===== config.mk =====
export PLATFORM = sky130hd
export DESIGN_NAME = sync_serial_adapter
export DESIGN_NICKNAME = d
export VERILOG_FILES = /design/src/serial_adapter_pkg.sv /design/src/sync_serial_adapter.sv
export VERILOG_INCLUDE_DIRS = /design/src /design/src/src
export SDC_FILE = /design/constraint.sdc
export NUM_CORES = 1
export LEC_CHECK = 0
export BUFFER_PORTS_ARGS = -buffer_cell sky130_fd_sc_hd__buf_2
export CORE_ASPECT_RATIO = 0.8
export CORE_MARGIN = 2
export CORE_UTILIZATION = 30
export CTS_CLUSTER_DIAMETER = 100
export CTS_CLUSTER_SIZE = 14
export DETAILED_ROUTE_END_ITERATION = 16
export PLACE_DENSITY = 0.57
export SLEW_MARGIN = 20
export SYNTH_ARGS = -nofsm -noshare
export SYNTH_HDL_FRONTEND = slang
export SYNTH_SLANG_ARGS = --single-unit

===== constraint.sdc =====
create_clock -name clk -period 6 [get_ports clk]
set_input_delay 0.3 -clock clk [delete_from_list [all_inputs] [get_ports clk]]
set_output_delay 0.3 -clock clk [all_outputs]
set_load 0.02 [all_outputs]

===== src/serial_adapter_params.svh =====
// Constants of the synchronous serial adapter: selects, fields, resets.
// Included by the package and the design file; definitions only.
`ifndef SERIAL_ADAPTER_PARAMS_SVH
`define SERIAL_ADAPTER_PARAMS_SVH

// Sizes
`define BYTE_W 8
`define STAGE_N 3
`define BUF_DEPTH 4

// Address control codes for writes with register select high
`define AC_FORMAT 2'h0
`define AC_SYNCMODE 2'h1
`define AC_SYNCCODE 2'h2
`define AC_TXDATA 2'h3

// Status bit positions
`define ST_RDA 0
`define ST_TX_FIFO_AVAIL 1
`define ST_DCD 2
`define ST_CTS 3
`define ST_TUF 4
`define ST_OVR 5
`define ST_PE 6
`define ST_IRQ 7

// Primary control bit positions
`define C1_AC_HI 7
`define C1_AC_LO 6
`define C1_RIE 5
`define C1_TIE 4
`define C1_CLRSYNC 3
`define C1_STRIP 2
`define C1_TXRST 1
`define C1_RXRST 0

// Format control bit positions
`define C2_EIE 7
`define C2_FILL 6
`define C2_WS_HI 5
`define C2_WS_LO 3
`define C2_ONEBYTE 2
`define C2_PC_HI 1
`define C2_PC_LO 0

// Sync mode control bit positions
`define C3_CLRUF 3
`define C3_CLRCTS 2
`define C3_ONESYNC 1
`define C3_EXTSYNC 0

// Reset values: both sections start held in reset
`define C1_RESET 8'h03
`define C2_RESET 8'h00
`define C3_RESET 8'h00
`define SYNC_RESET 8'h00

// Word length select codes with seven and eight bits and no parity
`define WS_SEVEN_NP 3'h2
`define WS_EIGHT_NP 3'h3

// Output control codes for the match / terminal ready pin
`define PC_HIGH 2'h0
`define PC_PULSE 2'h1
`define PC_LOW 2'h2
`define PC_INHIBIT 2'h3

// Fill character when sync fill is off
`define MARK_CHAR 8'hff

`endif


===== src/serial_adapter_pkg.sv =====
// Types shared by the serial adapter design and its bench.
// Assumes the constants header sits beside it on the include path.
`include "serial_adapter_params.svh"
`default_nettype none

package serial_adapter_pkg;

  // All pins from outside the clock domain, synchronised together
  typedef struct packed {
    logic busEnable;
    logic chipSelectN;
    logic registerSelect;
    logic readNotWrite;
    logic [`BYTE_W-1:0] dataIn;
    logic txClk;
    logic rxClk;
    logic carrierDetect;
    logic clearToSendIn;
  } pins_t;

  // Three staged FIFO registers; bit 8 of rx data is its parity fault
  typedef struct packed {
    logic [`STAGE_N-1:0] full;
    logic [`STAGE_N-1:0][`BYTE_W:0] data;
  } stages_t;

  // Character from the receive shifter
  typedef struct packed {
    logic [`BYTE_W-1:0] data;
    logic parityBit;
    logic isSync;
  } rxChar_t;

  // Settings handed to the shifters and sync search
  typedef struct packed {
    logic txHoldReset;
    logic rxHoldReset;
    logic clearSync;
    logic stripSync;
    logic [2:0] wordSel;
    logic oneSync;
    logic extSync;
    logic fillWithSync;
    logic [`BYTE_W-1:0] syncCode;
  } linkCtl_t;

endpackage

`default_nettype wire


===== src/sync_serial_adapter.sv =====
// Status, control and register decode of a synchronous serial adapter,
// plus a small generic FIFO used in the receive path.
// Assumes the shifters and sync search run on clk and pins are async.
//
// How it works
// - Transmit avail: stage one empty, or one and two
// - Transmit reset blocks avail, clears FIFO once
// - Clear-to-send blocks avail unless external sync
// - Carrier rise latched; status-then-data read clears
// - Clear-to-send rise latched; command or reset clears
// - Underflow with sync fill sets flag and pulse
// - Underflow sends sync code, else all ones
// - Overrun on arrival while receive path full
// - Parity fault follows last stage, cleared by read
// - Status bit seven mirrors interrupt output
// - Three enables gate data and error interrupts
// - Select, direction and address control decode the seven registers
// - Word select gives length and parity
// - Transfer size bit picks one or two bytes
// - Two bits steer match / terminal ready pin
// - Clear sync pulse; strip drops sync characters
// - Section reset bits hold shifters in reset
// - Sync mode: one/two sync, external/internal
// - Data write or read drops its avail flag
// - Receive avail: last stage, or last two
// - Three byte stages shift on strobe pulses
// - Underflow pulse spans one transmit clock high
// - Status read clears no flag; it arms the data-read clear
`include "serial_adapter_params.svh"
`default_nettype none

module sync_fifo #(
  parameter int WIDTH = 8,
  parameter int DEPTH = 4
) (
  // Clock
  input wire logic clk,
  input wire logic rst,
  input wire logic ce,
  // Fill side
  input wire logic inValid,
  output logic inReady,
  input wire logic [WIDTH-1:0] inData,
  // Drain side
  output logic outValid,
  input wire logic outReady,
  output logic [WIDTH-1:0] outData
);
  localparam int AW = $clog2(DEPTH);
  logic [WIDTH-1:0] mem [DEPTH];
  logic [AW-1:0] wrPtr_r;
  logic [AW-1:0] rdPtr_r;
  logic [AW:0] count_r;
  logic push;
  logic pop;

  // Honest full and empty from the occupancy count
  assign inReady = count_r != (AW+1)'(DEPTH);
  assign outValid = count_r != '0;
  assign outData = mem[rdPtr_r];
  assign push = inValid && inReady;
  assign pop = outValid && outReady;

  // Storage
  always_ff @(posedge clk) begin
    if (ce && push) begin
      mem[wrPtr_r] <= inData;
    end
  end

  // Pointers wrap at the depth
  always_ff @(posedge clk) begin
    if (rst) begin
      wrPtr_r <= '0;
      rdPtr_r <= '0;
      count_r <= '0;
    end else if (ce) begin
      if (push) begin
        wrPtr_r <= (wrPtr_r == AW'(DEPTH-1)) ? '0 : wrPtr_r + 1'b1;
      end
      if (pop) begin
        rdPtr_r <= (rdPtr_r == AW'(DEPTH-1)) ? '0 : rdPtr_r + 1'b1;
      end
      count_r <= count_r + (AW+1)'(push) - (AW+1)'(pop);
    end
  end
endmodule

module sync_serial_adapter (
  // Clock, reset, enable
  input wire logic clk,
  input wire logic rst,
  input wire logic ce,
  // Host bus pins
  input wire logic busEnable,
  input wire logic chipSelectN,
  input wire logic registerSelect,
  input wire logic readNotWrite,
  input wire logic [7:0] dataIn,
  output logic [7:0] dataOut,
  output logic dataOe,
  // Open-drain interrupt, active low
  output logic irqOut,
  output logic irqOe,
  // Link pins
  input wire logic txClk,
  input wire logic rxClk,
  input wire logic carrierDetect,
  input wire logic clearToSendIn,
  output logic underflowOut,
  output logic matchOrTermReadyOut,
  // Shifter side, same clock
  input wire logic rxCharValid,
  input wire serial_adapter_pkg::rxChar_t rxChar,
  output logic rxCharReady,
  input wire logic syncMatch,
  input wire logic txTake,
  output logic [7:0] txCharOut,
  output serial_adapter_pkg::linkCtl_t linkCtl
);

  // Pin synchronisers and edge history
  serial_adapter_pkg::pins_t pinMeta_r;
  serial_adapter_pkg::pins_t pin_r;
  serial_adapter_pkg::pins_t pinPrev_r;
  // Registers
  logic [7:0] control_one_r;
  logic [7:0] control_two_r;
  logic [7:0] control_three_r;
  logic [7:0] syncPattern_r;
  logic clearSync_r;
  // Stage FIFOs
  serial_adapter_pkg::stages_t rxFifo_r;
  serial_adapter_pkg::stages_t rxFifo_nxt;
  serial_adapter_pkg::stages_t txFifo_r;
  serial_adapter_pkg::stages_t txFifo_nxt;
  // Flags
  logic dcdLatch_r;
  logic ctsLatch_r;
  logic txUnderflow_r;
  logic rxOverrun_r;
  logic statusSeen_r;
  logic smPulse_r;
  // Decode and misc
  logic eFall;
  logic access;
  logic hostRead;
  logic hostWrite;
  logic [1:0] addrCtl;
  logic wrC1;
  logic wrC2;
  logic wrC3;
  logic wrSync;
  logic wrTx;
  logic rdStatus;
  logic rdRx;
  logic txRstWrite;
  logic rxRstWrite;
  logic clrUfCmd;
  logic clrCtsCmd;
  logic txRst;
  logic rxRst;
  logic oneByte;
  logic rxDataAvail;
  logic txFifoAvail;
  logic parityError;
  logic irqAny;
  logic underflowEv;
  logic [7:0] status;
  logic [1:0] pcSel;
  logic bufValid;
  logic bufReady;
  logic [8:0] bufData;
  logic [8:0] rxFormatted;
  logic rxKeep;

  // Move each full stage into an empty neighbour, one hop per pulse
  function automatic serial_adapter_pkg::stages_t shiftStages(
      serial_adapter_pkg::stages_t s);
    serial_adapter_pkg::stages_t n;
    n = s;
    for (int i = `STAGE_N - 1; i > 0; i--) begin
      if (!n.full[i] && n.full[i-1]) begin
        n.full[i] = 1'b1;
        n.data[i] = n.data[i-1];
        n.full[i-1] = 1'b0;
      end
    end
    return n;
  endfunction

  // One-byte mode needs one stage, two-byte mode needs two
  function automatic logic transferReady(logic a, logic b, logic one);
    return one ? a : (a && b);
  endfunction

  // Mask unused bits and check parity for the selected format
  function automatic logic [8:0] formatChar(
      serial_adapter_pkg::rxChar_t c, logic [2:0] ws);
    logic [7:0] m;
    logic parityOn;
    m = c.data;
    parityOn = (ws != `WS_SEVEN_NP) && (ws != `WS_EIGHT_NP);
    if (ws[2:1] == 2'h0) begin
      m[7:6] = 2'h0;
    end else if (ws == `WS_SEVEN_NP || ws[2:1] == 2'h2) begin
      m[7] = 1'b0;
    end
    return {parityOn && ((^m ^ c.parityBit) != ws[0]), m};
  endfunction

  // Two flip-flops on every pin, then one for edge history
  always_ff @(posedge clk) begin
    if (rst) begin
      pinMeta_r <= '0;
      pin_r <= '0;
      pinPrev_r <= '0;
    end else if (ce) begin
      pinMeta_r <= {busEnable, chipSelectN, registerSelect, readNotWrite,
                    dataIn, txClk, rxClk, carrierDetect, clearToSendIn};
      pin_r <= pinMeta_r;
      pinPrev_r <= pin_r;
    end
  end

  // Access is taken at the strobe's falling edge, address held stable
  assign eFall = pinPrev_r.busEnable && !pin_r.busEnable;
  assign access = eFall && !pinPrev_r.chipSelectN;
  assign hostRead = access && pinPrev_r.readNotWrite;
  assign hostWrite = access && !pinPrev_r.readNotWrite;
  assign addrCtl = control_one_r[`C1_AC_HI:`C1_AC_LO];
  assign rdStatus = hostRead && !pinPrev_r.registerSelect;
  assign rdRx = hostRead && pinPrev_r.registerSelect;
  assign wrC1 = hostWrite && !pinPrev_r.registerSelect;
  assign wrC2 = hostWrite && pinPrev_r.registerSelect
                && addrCtl == `AC_FORMAT;
  assign wrC3 = hostWrite && pinPrev_r.registerSelect
                && addrCtl == `AC_SYNCMODE;
  assign wrSync = hostWrite && pinPrev_r.registerSelect
                  && addrCtl == `AC_SYNCCODE;
  assign wrTx = hostWrite && pinPrev_r.registerSelect
                && addrCtl == `AC_TXDATA;

  // Command strobes decoded from the written byte
  assign txRstWrite = wrC1 && pinPrev_r.dataIn[`C1_TXRST];
  assign rxRstWrite = wrC1 && pinPrev_r.dataIn[`C1_RXRST];
  assign clrUfCmd = wrC3 && pinPrev_r.dataIn[`C3_CLRUF];
  assign clrCtsCmd = wrC3 && pinPrev_r.dataIn[`C3_CLRCTS];
  assign txRst = control_one_r[`C1_TXRST];
  assign rxRst = control_one_r[`C1_RXRST];
  assign oneByte = control_two_r[`C2_ONEBYTE];
  assign pcSel = control_two_r[`C2_PC_HI:`C2_PC_LO];

  // Write-only control registers; command bits of the third self-clear
  always_ff @(posedge clk) begin
    if (rst) begin
      control_one_r <= `C1_RESET;
      control_two_r <= `C2_RESET;
      control_three_r <= `C3_RESET;
      syncPattern_r <= `SYNC_RESET;
    end else if (ce) begin
      if (wrC1) begin
        control_one_r <= pinPrev_r.dataIn;
      end
      if (wrC2) begin
        control_two_r <= pinPrev_r.dataIn;
      end
      if (wrC3) begin
        control_three_r <= {6'h00, pinPrev_r.dataIn[1:0]};
      end
      if (wrSync) begin
        syncPattern_r <= pinPrev_r.dataIn;
      end
    end
  end

  // Clear sync is a one-cycle pulse to the sync search
  always_ff @(posedge clk) begin
    if (rst) begin
      clearSync_r <= 1'b0;
    end else if (ce) begin
      clearSync_r <= wrC1 && pinPrev_r.dataIn[`C1_CLRSYNC];
    end
  end

  // Settings to the shifters come straight from registers
  assign linkCtl = '{txHoldReset: txRst,
                     rxHoldReset: rxRst,
                     clearSync: clearSync_r,
                     stripSync: control_one_r[`C1_STRIP],
                     wordSel: control_two_r[`C2_WS_HI:`C2_WS_LO],
                     oneSync: control_three_r[`C3_ONESYNC],
                     extSync: control_three_r[`C3_EXTSYNC],
                     fillWithSync: control_two_r[`C2_FILL],
                     syncCode: syncPattern_r};

  // Receive path: strip sync and check parity, then buffer
  assign rxFormatted = formatChar(rxChar, control_two_r[5:3]);
  assign rxKeep = rxCharValid && !rxRst
                  && !(control_one_r[`C1_STRIP] && rxChar.isSync);

  sync_fifo #(.WIDTH(9), .DEPTH(`BUF_DEPTH)) rxBuffer (
    .clk(clk),
    .rst(rst || rxRst),
    .ce(ce),
    .inValid(rxKeep),
    .inReady(bufReady),
    .inData(rxFormatted),
    .outValid(bufValid),
    .outReady(eFall && !rxFifo_r.full[0] && !rxRst),
    .outData(bufData)
  );

  // Stages advance on strobes; read empties the last stage first
  always_comb begin
    rxFifo_nxt = rxFifo_r;
    if (rdRx) begin
      rxFifo_nxt.full[`STAGE_N-1] = 1'b0;
    end
    if (eFall) begin
      rxFifo_nxt = shiftStages(rxFifo_nxt);
      if (!rxFifo_r.full[0] && bufValid) begin
        rxFifo_nxt.full[0] = 1'b1;
        rxFifo_nxt.data[0] = bufData;
      end
    end
    if (rxRst) begin
      rxFifo_nxt.full = '0;
    end
  end

  // Transmit stages: host loads the first, shifter drains the last
  always_comb begin
    txFifo_nxt = txFifo_r;
    if (txTake && !txRst) begin
      txFifo_nxt.full[`STAGE_N-1] = 1'b0;
    end
    if (eFall) begin
      txFifo_nxt = shiftStages(txFifo_nxt);
    end
    if (wrTx) begin
      txFifo_nxt.full[0] = 1'b1;
      txFifo_nxt.data[0] = {1'b0, pinPrev_r.dataIn};
    end
    if (txRstWrite) begin
      txFifo_nxt.full = '0;
    end
  end

  // Stage registers
  always_ff @(posedge clk) begin
    if (rst) begin
      rxFifo_r <= '0;
      txFifo_r <= '0;
    end else if (ce) begin
      rxFifo_r <= rxFifo_nxt;
      txFifo_r <= txFifo_nxt;
    end
  end

  // Next transmit character; fill on underflow
  assign underflowEv = txTake && !txRst && !txFifo_r.full[`STAGE_N-1];
  always_ff @(posedge clk) begin
    if (rst) begin
      txCharOut <= `MARK_CHAR;
    end else if (ce && txTake) begin
      if (txFifo_r.full[`STAGE_N-1]) begin
        txCharOut <= txFifo_r.data[`STAGE_N-1][7:0];
      end else if (control_two_r[`C2_FILL]) begin
        txCharOut <= syncPattern_r;
      end else begin
        txCharOut <= `MARK_CHAR;
      end
    end
  end

  // Availability flags; a read or write drops them at once
  assign rxDataAvail = transferReady(rxFifo_r.full[2],
                                     rxFifo_r.full[1], oneByte);
  assign txFifoAvail = !txRst
      && !(pin_r.clearToSendIn && !control_three_r[`C3_EXTSYNC])
      && transferReady(!txFifo_r.full[0], !txFifo_r.full[1],
                       oneByte);
  assign parityError = rxFifo_r.full[2] && rxFifo_r.data[2][8];

  // Status read arms the clear that the next data read performs
  always_ff @(posedge clk) begin
    if (rst) begin
      statusSeen_r <= 1'b0;
    end else if (ce) begin
      if (rdStatus) begin
        statusSeen_r <= 1'b1;
      end else if (rdRx || rxRst) begin
        statusSeen_r <= 1'b0;
      end
    end
  end

  // Sticky flags; a new event wins over a clear in the same cycle
  always_ff @(posedge clk) begin
    if (rst) begin
      dcdLatch_r <= 1'b0;
      ctsLatch_r <= 1'b0;
      txUnderflow_r <= 1'b0;
      rxOverrun_r <= 1'b0;
    end else if (ce) begin
      if (pin_r.carrierDetect && !pinPrev_r.carrierDetect) begin
        dcdLatch_r <= 1'b1;
      end else if ((rdRx && statusSeen_r) || rxRstWrite) begin
        dcdLatch_r <= 1'b0;
      end
      if (pin_r.clearToSendIn && !pinPrev_r.clearToSendIn) begin
        ctsLatch_r <= 1'b1;
      end else if (clrCtsCmd || txRstWrite) begin
        ctsLatch_r <= 1'b0;
      end
      if (underflowEv && control_two_r[`C2_FILL]) begin
        txUnderflow_r <= 1'b1;
      end else if (clrUfCmd || txRstWrite) begin
        txUnderflow_r <= 1'b0;
      end
      if (rxKeep && !bufReady) begin
        rxOverrun_r <= 1'b1;
      end else if ((rdRx && statusSeen_r) || rxRstWrite) begin
        rxOverrun_r <= 1'b0;
      end
    end
  end

  // Interrupt sources gated by their enables
  assign irqAny = (control_one_r[`C1_RIE] && rxDataAvail)
      || (control_one_r[`C1_TIE] && txFifoAvail)
      || (control_two_r[`C2_EIE] && (parityError || rxOverrun_r
          || txUnderflow_r || ctsLatch_r || dcdLatch_r));

  // Status image; latched bits OR the live pin level
  assign status = {irqOe, parityError, rxOverrun_r, txUnderflow_r,
                   ctsLatch_r || pin_r.clearToSendIn,
                   dcdLatch_r || pin_r.carrierDetect,
                   txFifoAvail, rxDataAvail};

  // Read data driven while the strobe is high; status reads clear no flag
  always_ff @(posedge clk) begin
    if (rst) begin
      dataOut <= 8'h00;
      dataOe <= 1'b0;
    end else if (ce) begin
      dataOe <= pin_r.busEnable && !pin_r.chipSelectN
                && pin_r.readNotWrite;
      if (pin_r.registerSelect) begin
        dataOut <= rxFifo_r.data[`STAGE_N-1][7:0];
      end else begin
        dataOut <= status;
      end
    end
  end

  // Open drain: pull low while any enabled source is set
  always_ff @(posedge clk) begin
    if (rst) begin
      irqOut <= 1'b0;
      irqOe <= 1'b0;
    end else if (ce) begin
      irqOut <= 1'b0;
      irqOe <= irqAny;
    end
  end

  // Underflow pin ends on the falling transmit clock edge
  always_ff @(posedge clk) begin
    if (rst) begin
      underflowOut <= 1'b0;
    end else if (ce) begin
      if (underflowEv && control_two_r[`C2_FILL]) begin
        underflowOut <= 1'b1;
      end else if (pinPrev_r.txClk && !pin_r.txClk) begin
        underflowOut <= 1'b0;
      end
    end
  end

  // Match pulse lasts until the next receive clock rise
  always_ff @(posedge clk) begin
    if (rst) begin
      smPulse_r <= 1'b0;
    end else if (ce) begin
      if (syncMatch && pcSel == `PC_PULSE) begin
        smPulse_r <= 1'b1;
      end else if (pin_r.rxClk && !pinPrev_r.rxClk) begin
        smPulse_r <= 1'b0;
      end
    end
  end

  // Pin level per output control code
  always_ff @(posedge clk) begin
    if (rst) begin
      matchOrTermReadyOut <= 1'b1;
    end else if (ce) begin
      unique case (pcSel)
        `PC_HIGH: matchOrTermReadyOut <= 1'b1;
        `PC_PULSE: matchOrTermReadyOut <= smPulse_r;
        `PC_LOW: matchOrTermReadyOut <= 1'b0;
        `PC_INHIBIT: matchOrTermReadyOut <= 1'b0;
      endcase
    end
  end

  // Shifter sees the buffer's room; overrun when it has none
  assign rxCharReady = bufReady;

endmodule

`default_nettype wire


---- After elaboration in Yosys (flattened, before gate mapping) ----
Memory sizes are Yosys's and may differ from the RTL's. A register that Yosys moved wholly into a read port is not among the register bits.
Cells that the tools add are included.
operators by class
  bitwise operators ....................... 1
  reductions and logical operators ........ 132
  eq/ne operators ......................... 14
  add/subtract/negate cells ............... 4
  multiplexer cells ....................... 48
operators with widths
  kind                   number
  $mux W30               2
  $logic_and A1 B1 Y1    54
  $mux W9                6
  $reduce_and A2 Y1      16
  $mux W1                24
  $mux W8                3
  $logic_not A1 Y1       23
  $reduce_and A3 Y1      7
  $mux W2                10
  $reduce_bool A2 Y1     9
  $eq A2 B2 Y1 const B   7
  $logic_or A1 B1 Y1     14
  $reduce_bool A3 Y1     4
  $reduce_xor A8 Y1      1
  $logic_not A2 Y1       3
  $mux W3                2
  $ne A3 B2 Y1 const B   2
  $add A2 B1 Y2 const B  2
  $eq A2 B1 Y1 const B   2
  $add A3 B1 Y3          1
  $eq A3 B2 Y1 const B   1
  $ne A3 B3 Y1 const B   1
  $pmux W1 S3            1
  $sub A3 B1 Y3          1
  other kinds (3)        3
storage, ports and cells
  bits in writable memories ............... 36
  logic and storage cells ................. 259
  memories ................................ 1
  output and inout port bits .............. 40
  register bits after elaboration ......... 168
  input bits .............................. 32
memory list
  name          depth  width  rd ports  clocked after Yosys merged registers in  wr ports  RTL line                   source
  rxBuffer.mem  4      9      1         1                                        1         sync_serial_adapter.sv:50  logic [WIDTH-1:0] mem [DEPTH];

---- Longest topological paths before layout ----
  depth in word-level cells ............... 16
  gate-level depth with buffers ........... 11

---- Hierarchy ----
Synthesis repeated with hierarchy kept, for this count alone.
second synthesis, totals
  cells, all modules ...................... 746
  area, all modules ....................... 8055.2 um^2
by module, submodules not included
  module               sequential area each (um^2)  area each (um^2)  cells each  times used
  sync_serial_adapter  3143.0                       6237.2            645         1
  sync_fifo            1261.2                       1818.0            101         1

---- Worst setup path before layout ----
Ideal clock, no wire load.
  path kind ............................... register to register
  start ................................... reg pinPrev_r[15] in the netlist's numbering
  end ..................................... reg rxBuffer.count_r[2]
  stages on the path, launching flop included .. 12
  setup slack ............................. 3693 ps
  library setup time ...................... 123 ps
  data arrival time ....................... 2185 ps
  path buffers ............................ 0
  cells stage by stage .................... dfxtp_1 or2b_1 nor4_1 ha_1 inv_1 ha_1 inv_1 fa_1 xnor2_1 nor2_1 xnor2_1 nor2_1
on the way
  longest elaborated chain between the ends .. 5
ends and longest elaborated chain
  what                              RTL line                    source
  from (decl)                       sync_serial_adapter.sv:125  serial_adapter_pkg::pins_t pinPrev_r;
  from (signal assigned)            sync_serial_adapter.sv:222  pinPrev_r <= pin_r;
  $logic_and A1 B1 Y1               sync_serial_adapter.sv:227  assign eFall = pinPrev_r.busEnable && !pin_r.busEnable;
  $logic_and A1 B1 Y1 (2 in a row)  sync_serial_adapter.sv:310  .outReady(eFall && !rxFifo_r.full[0] && !rxRst),
  $logic_and A1 B1 Y1               sync_serial_adapter.sv:62   assign pop = outValid && outReady;
  $sub A3 B1 Y3                     sync_serial_adapter.sv:84   count_r <= count_r + (AW+1)'(push) - (AW+1)'(pop);
  to (signal assigned)              sync_serial_adapter.sv:84
  to (decl)                         sync_serial_adapter.sv:53   logic [AW:0] count_r;
No other way between the ends.
A chain may end at the register's enable or synchronous reset.

---- Worst setup path in the final report ----
Ends and elaborated chain as after synthesis.

==> results.yml <==
detailed_routing:
  wl_um: 17900
  ant_nets: 0
  via_count: 5355
  routedWlPerCell_um: 15.5
  drt-initial-drc-count: 365
  first_pass_iters: 6
  drc: 0
  avgViaCountPerCell: 4.65
finish:
  layout-drive-gt1-share_pct: 15.1
  fillers: 2683
  diodes: 0
  synthToLayoutAreaGrowth_pct: 13.8
  nNetsFinal: 830
yosys:
  yosysWarnings: 0
  avgSynthCellArea_sq_um: 10.8
  synth_edf_count: 36
  ys_seq_area_share_pct: 54.9
  ys_types: 60
  async_flop_share_pct: 0
  yosys_most_used_dff: "dfxtp_1"
  ys_seq_elements: 202
  syn_area_sq_um: 8030
  syn_inst: 744
  synth_fp_nets: 784
critical_path:
  crit_path_start_kind: "flip-flop"
  path_cells: "or2b_1, nor4_1, ha_1, inv_1, ha_1, inv_1, fa_1, xnor2_1, nor2_1, xnor2_1, nor2_1"
  critical_path_required_ps: 6370
  regToRegSetupSlack_ps: 3440
  worstPathArrival_ps: 2930
  cpMaxStageDelayCell: "dfxtp_1"
  reg2reg_to: "rxBuffer.count_r[2]"
  r2r_start: "pinPrev_r[15]"
  cp_max_fo: 8
  cp-end-kind: "flip-flop"
  max_stage_delay_ps: 530
  worstPathBufferInverterCount: 2
  reg2regPathDepth: 11
  cp_top_family: "adder cells"
  crit_type: "flip-flop to flip-flop"
clock_tree:
  cts_setup_buffers: 0
  clkTransAtPathRegs_ps: 70
  cts_num_sinks: 202
  cts_buffers: 18
  clock-root-buffer: "clkbuf_16"
  cts_tree: "built"
  postCtsResizedCells: 0
  htreeDepth: 1
  cts-hold-fix-buffers: 0
  cts_buffer_depth: 3
  clk_latency_ps: 480
min_path:
  min_from: "rxChar[6]"
  hold_class: "input port to flip-flop"
  whs_path_depth: 1
  min_to: "rxBuffer.mem[1][4]"
die:
  core_area_sq_um: 26300
  rows: 53
  io-pin-count: 72
  initial_core_util_pct: 30.6
  dieArea_sq_um: 28100
  die_x_um: 187
  chipHeight_um: 150
timing:
  tightest_slew_ps: 927
  worst_clock_skew_ps: 9.31
  relSlewSlack_pct: 38.2
  tns_ps: 0
  fmax_mhz: 391
  setup_viol: 0
  hold_violations: 0
  period_minus_slack_ps: 2560
  layout_setup_ws_ps: 3440
  rsz0062_at_grt: "false"
  fin_crit_sh_pct: 42.6
  drv_slew: 0
global_route:
  grt_pass1_vias: 5143
  grt_use_total_pct: 12.7
  grt_busiest_layer: "met1"
  grt_util_met1_pct: 19.6
  grt_start_max_net_pins: 91
  grtUsageMet3_pct: 2.42
  met2_usage_pct: 18.2
  overflow: 0
  antenna_found_initial: 0
  grt_pass1_wl_um: 28900
place:
  io_buffer_count: 70
  preCtsSetupSlack_ps: 3180
  place_congestion: 0.762
  dp.final_hpwl_um: 12200
power:
  leakage_nw: 3.62
  power_density_nw_per_um2: 283
  irDropWorstVdd_mv: 0.195
run:
  maxCapViolCount: 0
outcome:
  outcome: "complete, no violations"
-- final cells by class --
class                           count  area (sq um)  share of cell area (%)
Sequential cell                   202          4400                    48.2
Multi-Input combinational cell    476          3320                    36.4
Clock buffer                       23           490                    5.37
Clock inverter                      2          11.3                   0.123
Inverter                           16          60.1                   0.657
Tap cell                          357           447                    4.89
Timing Repair Buffer               76           400                    4.38
-- where the power goes --
| part | internal (W) | leakage [nW] | switching (W) |
|---|---|---|---|
| clock network | 0.000572 | 0.247 | 0.000476 |
| registers | 0.00140 | 1.66 | 0.0000181 |
| logic | 0.0000497 | 1.71 | 0.0000754 |
| total | 0.00202 | 3.62 | 0.000569 |
-- Yosys cell counts (all sizes together) (2+ instances only) --
library cell,count,area [sq um]
nand4b,3,26.3
nor4b,2,17.5
nand4,2,18.8
inv,16,60.1
mux2i,117,1170
nor2b,7,43.8
o211ai,5,37.5
nand3b,4,42.5
a21o,2,15.0
buf,26,150
nor2,131,492
clkbuf,24,90.1
o21ai,16,80.1
and2,6,37.5
or3,2,12.5
ha,7,87.6
nor3,7,40.0
a22oi,2,15.0
a211o,9,78.8
mux4,9,203
and3b,2,17.5
a31oi,4,25.0
edfxtp,36,1080
nand2,52,195
a211oi,8,72.6
nor4,5,46.3
a21oi,37,185
xnor2,9,78.8
dfxtp,166,3320
a31o,3,26.3
nand2b,4,25.0
-- cells by family (layout without fill, tap and decap cells) --
group / after synthesis / count (layout) / synth area share, %
flops: 202 / 202 / 54.9
mux: 126 / 126 / 17.1
xor+xnor: 11 / 11 / 1.37
other cells: 1 / 1 / 0.0467
compound gates: 95 / 95 / 7.87
simple gates: 235 / 235 / 13.7
fa+ha+maj: 8 / 8 / 1.34
buf+inv: 66 / 117 / 3.74
-- layer usage --
metal | share of wire [%] | up-vias
li1 | - | 2690
met1 | 54 | 2535
met2 | 40 | 114
met3 | 4.6 | 16
met4 | 1.4 | 0
met5 | 0 | -
-- metrics by stage --
step	cells	instance area, sq um	power [W]	utilization, %	hold slack (ps)
final	1152	9140	0.00259	34.8	53.1
after global routing	1152	9140	0.00268	34.8	57.6
after CTS	1152	9140	0.00262	34.8	42.4
after detailed placement	1127	8640	0.00157	32.9	447
after global placement	1127	8640	0.00157	32.9	444
after floorplan	744	8030	0.00153	-	399
-- worst max-delay path by stage --
stage	slack [ps]	to	start	depth (start not counted)
final	3440	rxBuffer.count_r[2]	pinPrev_r[15]	11
after CTS	3440	rxBuffer.count_r[2]	pinPrev_r[15]	11
after detailed placement	3180	txFifo_r[0]	ce	6
after floorplan	3690	rxBuffer.count_r[2]	pinPrev_r[15]	11
after global routing	3240	rxBuffer.count_r[2]	pinPrev_r[15]	11
after global placement	3220	txFifo_r[6]	ce	6
-- worst reg2reg max path, cell delays in order (launching register included) --
cell and delay [ps]:
dfxtp_1 530, or2b_1 310, nor4_1 240, ha_1 290, inv_1 60, ha_1 130, inv_1 50, fa_1 400
xnor2_1 130, nor2_1 120, xnor2_1 140, nor2_1 50
-- flip-flops by register name, summed over array words and instances, names as in the netlist, 3 cells and up, named ones only --
register,cells
dataOut,8
syncPattern_r,8
rxBuffer.count_r,3
txCharOut,8
txFifo_r,27
control_two_r,8
control_one_r,7
pinMeta_r,16
rxFifo_r,30
pin_r,16
rxBuffer.mem,36
pinPrev_r,16
-- layout by cell type, fill, tap and decap left out, types with 15 or more instances in the layout --
| cell | instances |
|---|---|
| a21oi_1 | 37 |
| buf_2 | 68 |
| clkbuf_16 | 19 |
| dfxtp_1 | 166 |
| edfxtp_1 | 36 |
| inv_1 | 15 |
| mux2i_1 | 117 |
| nand2_1 | 52 |
| nor2_1 | 131 |
| o21ai_0 | 16 |
Note: power is estimated with default switching activity, not from simulation.
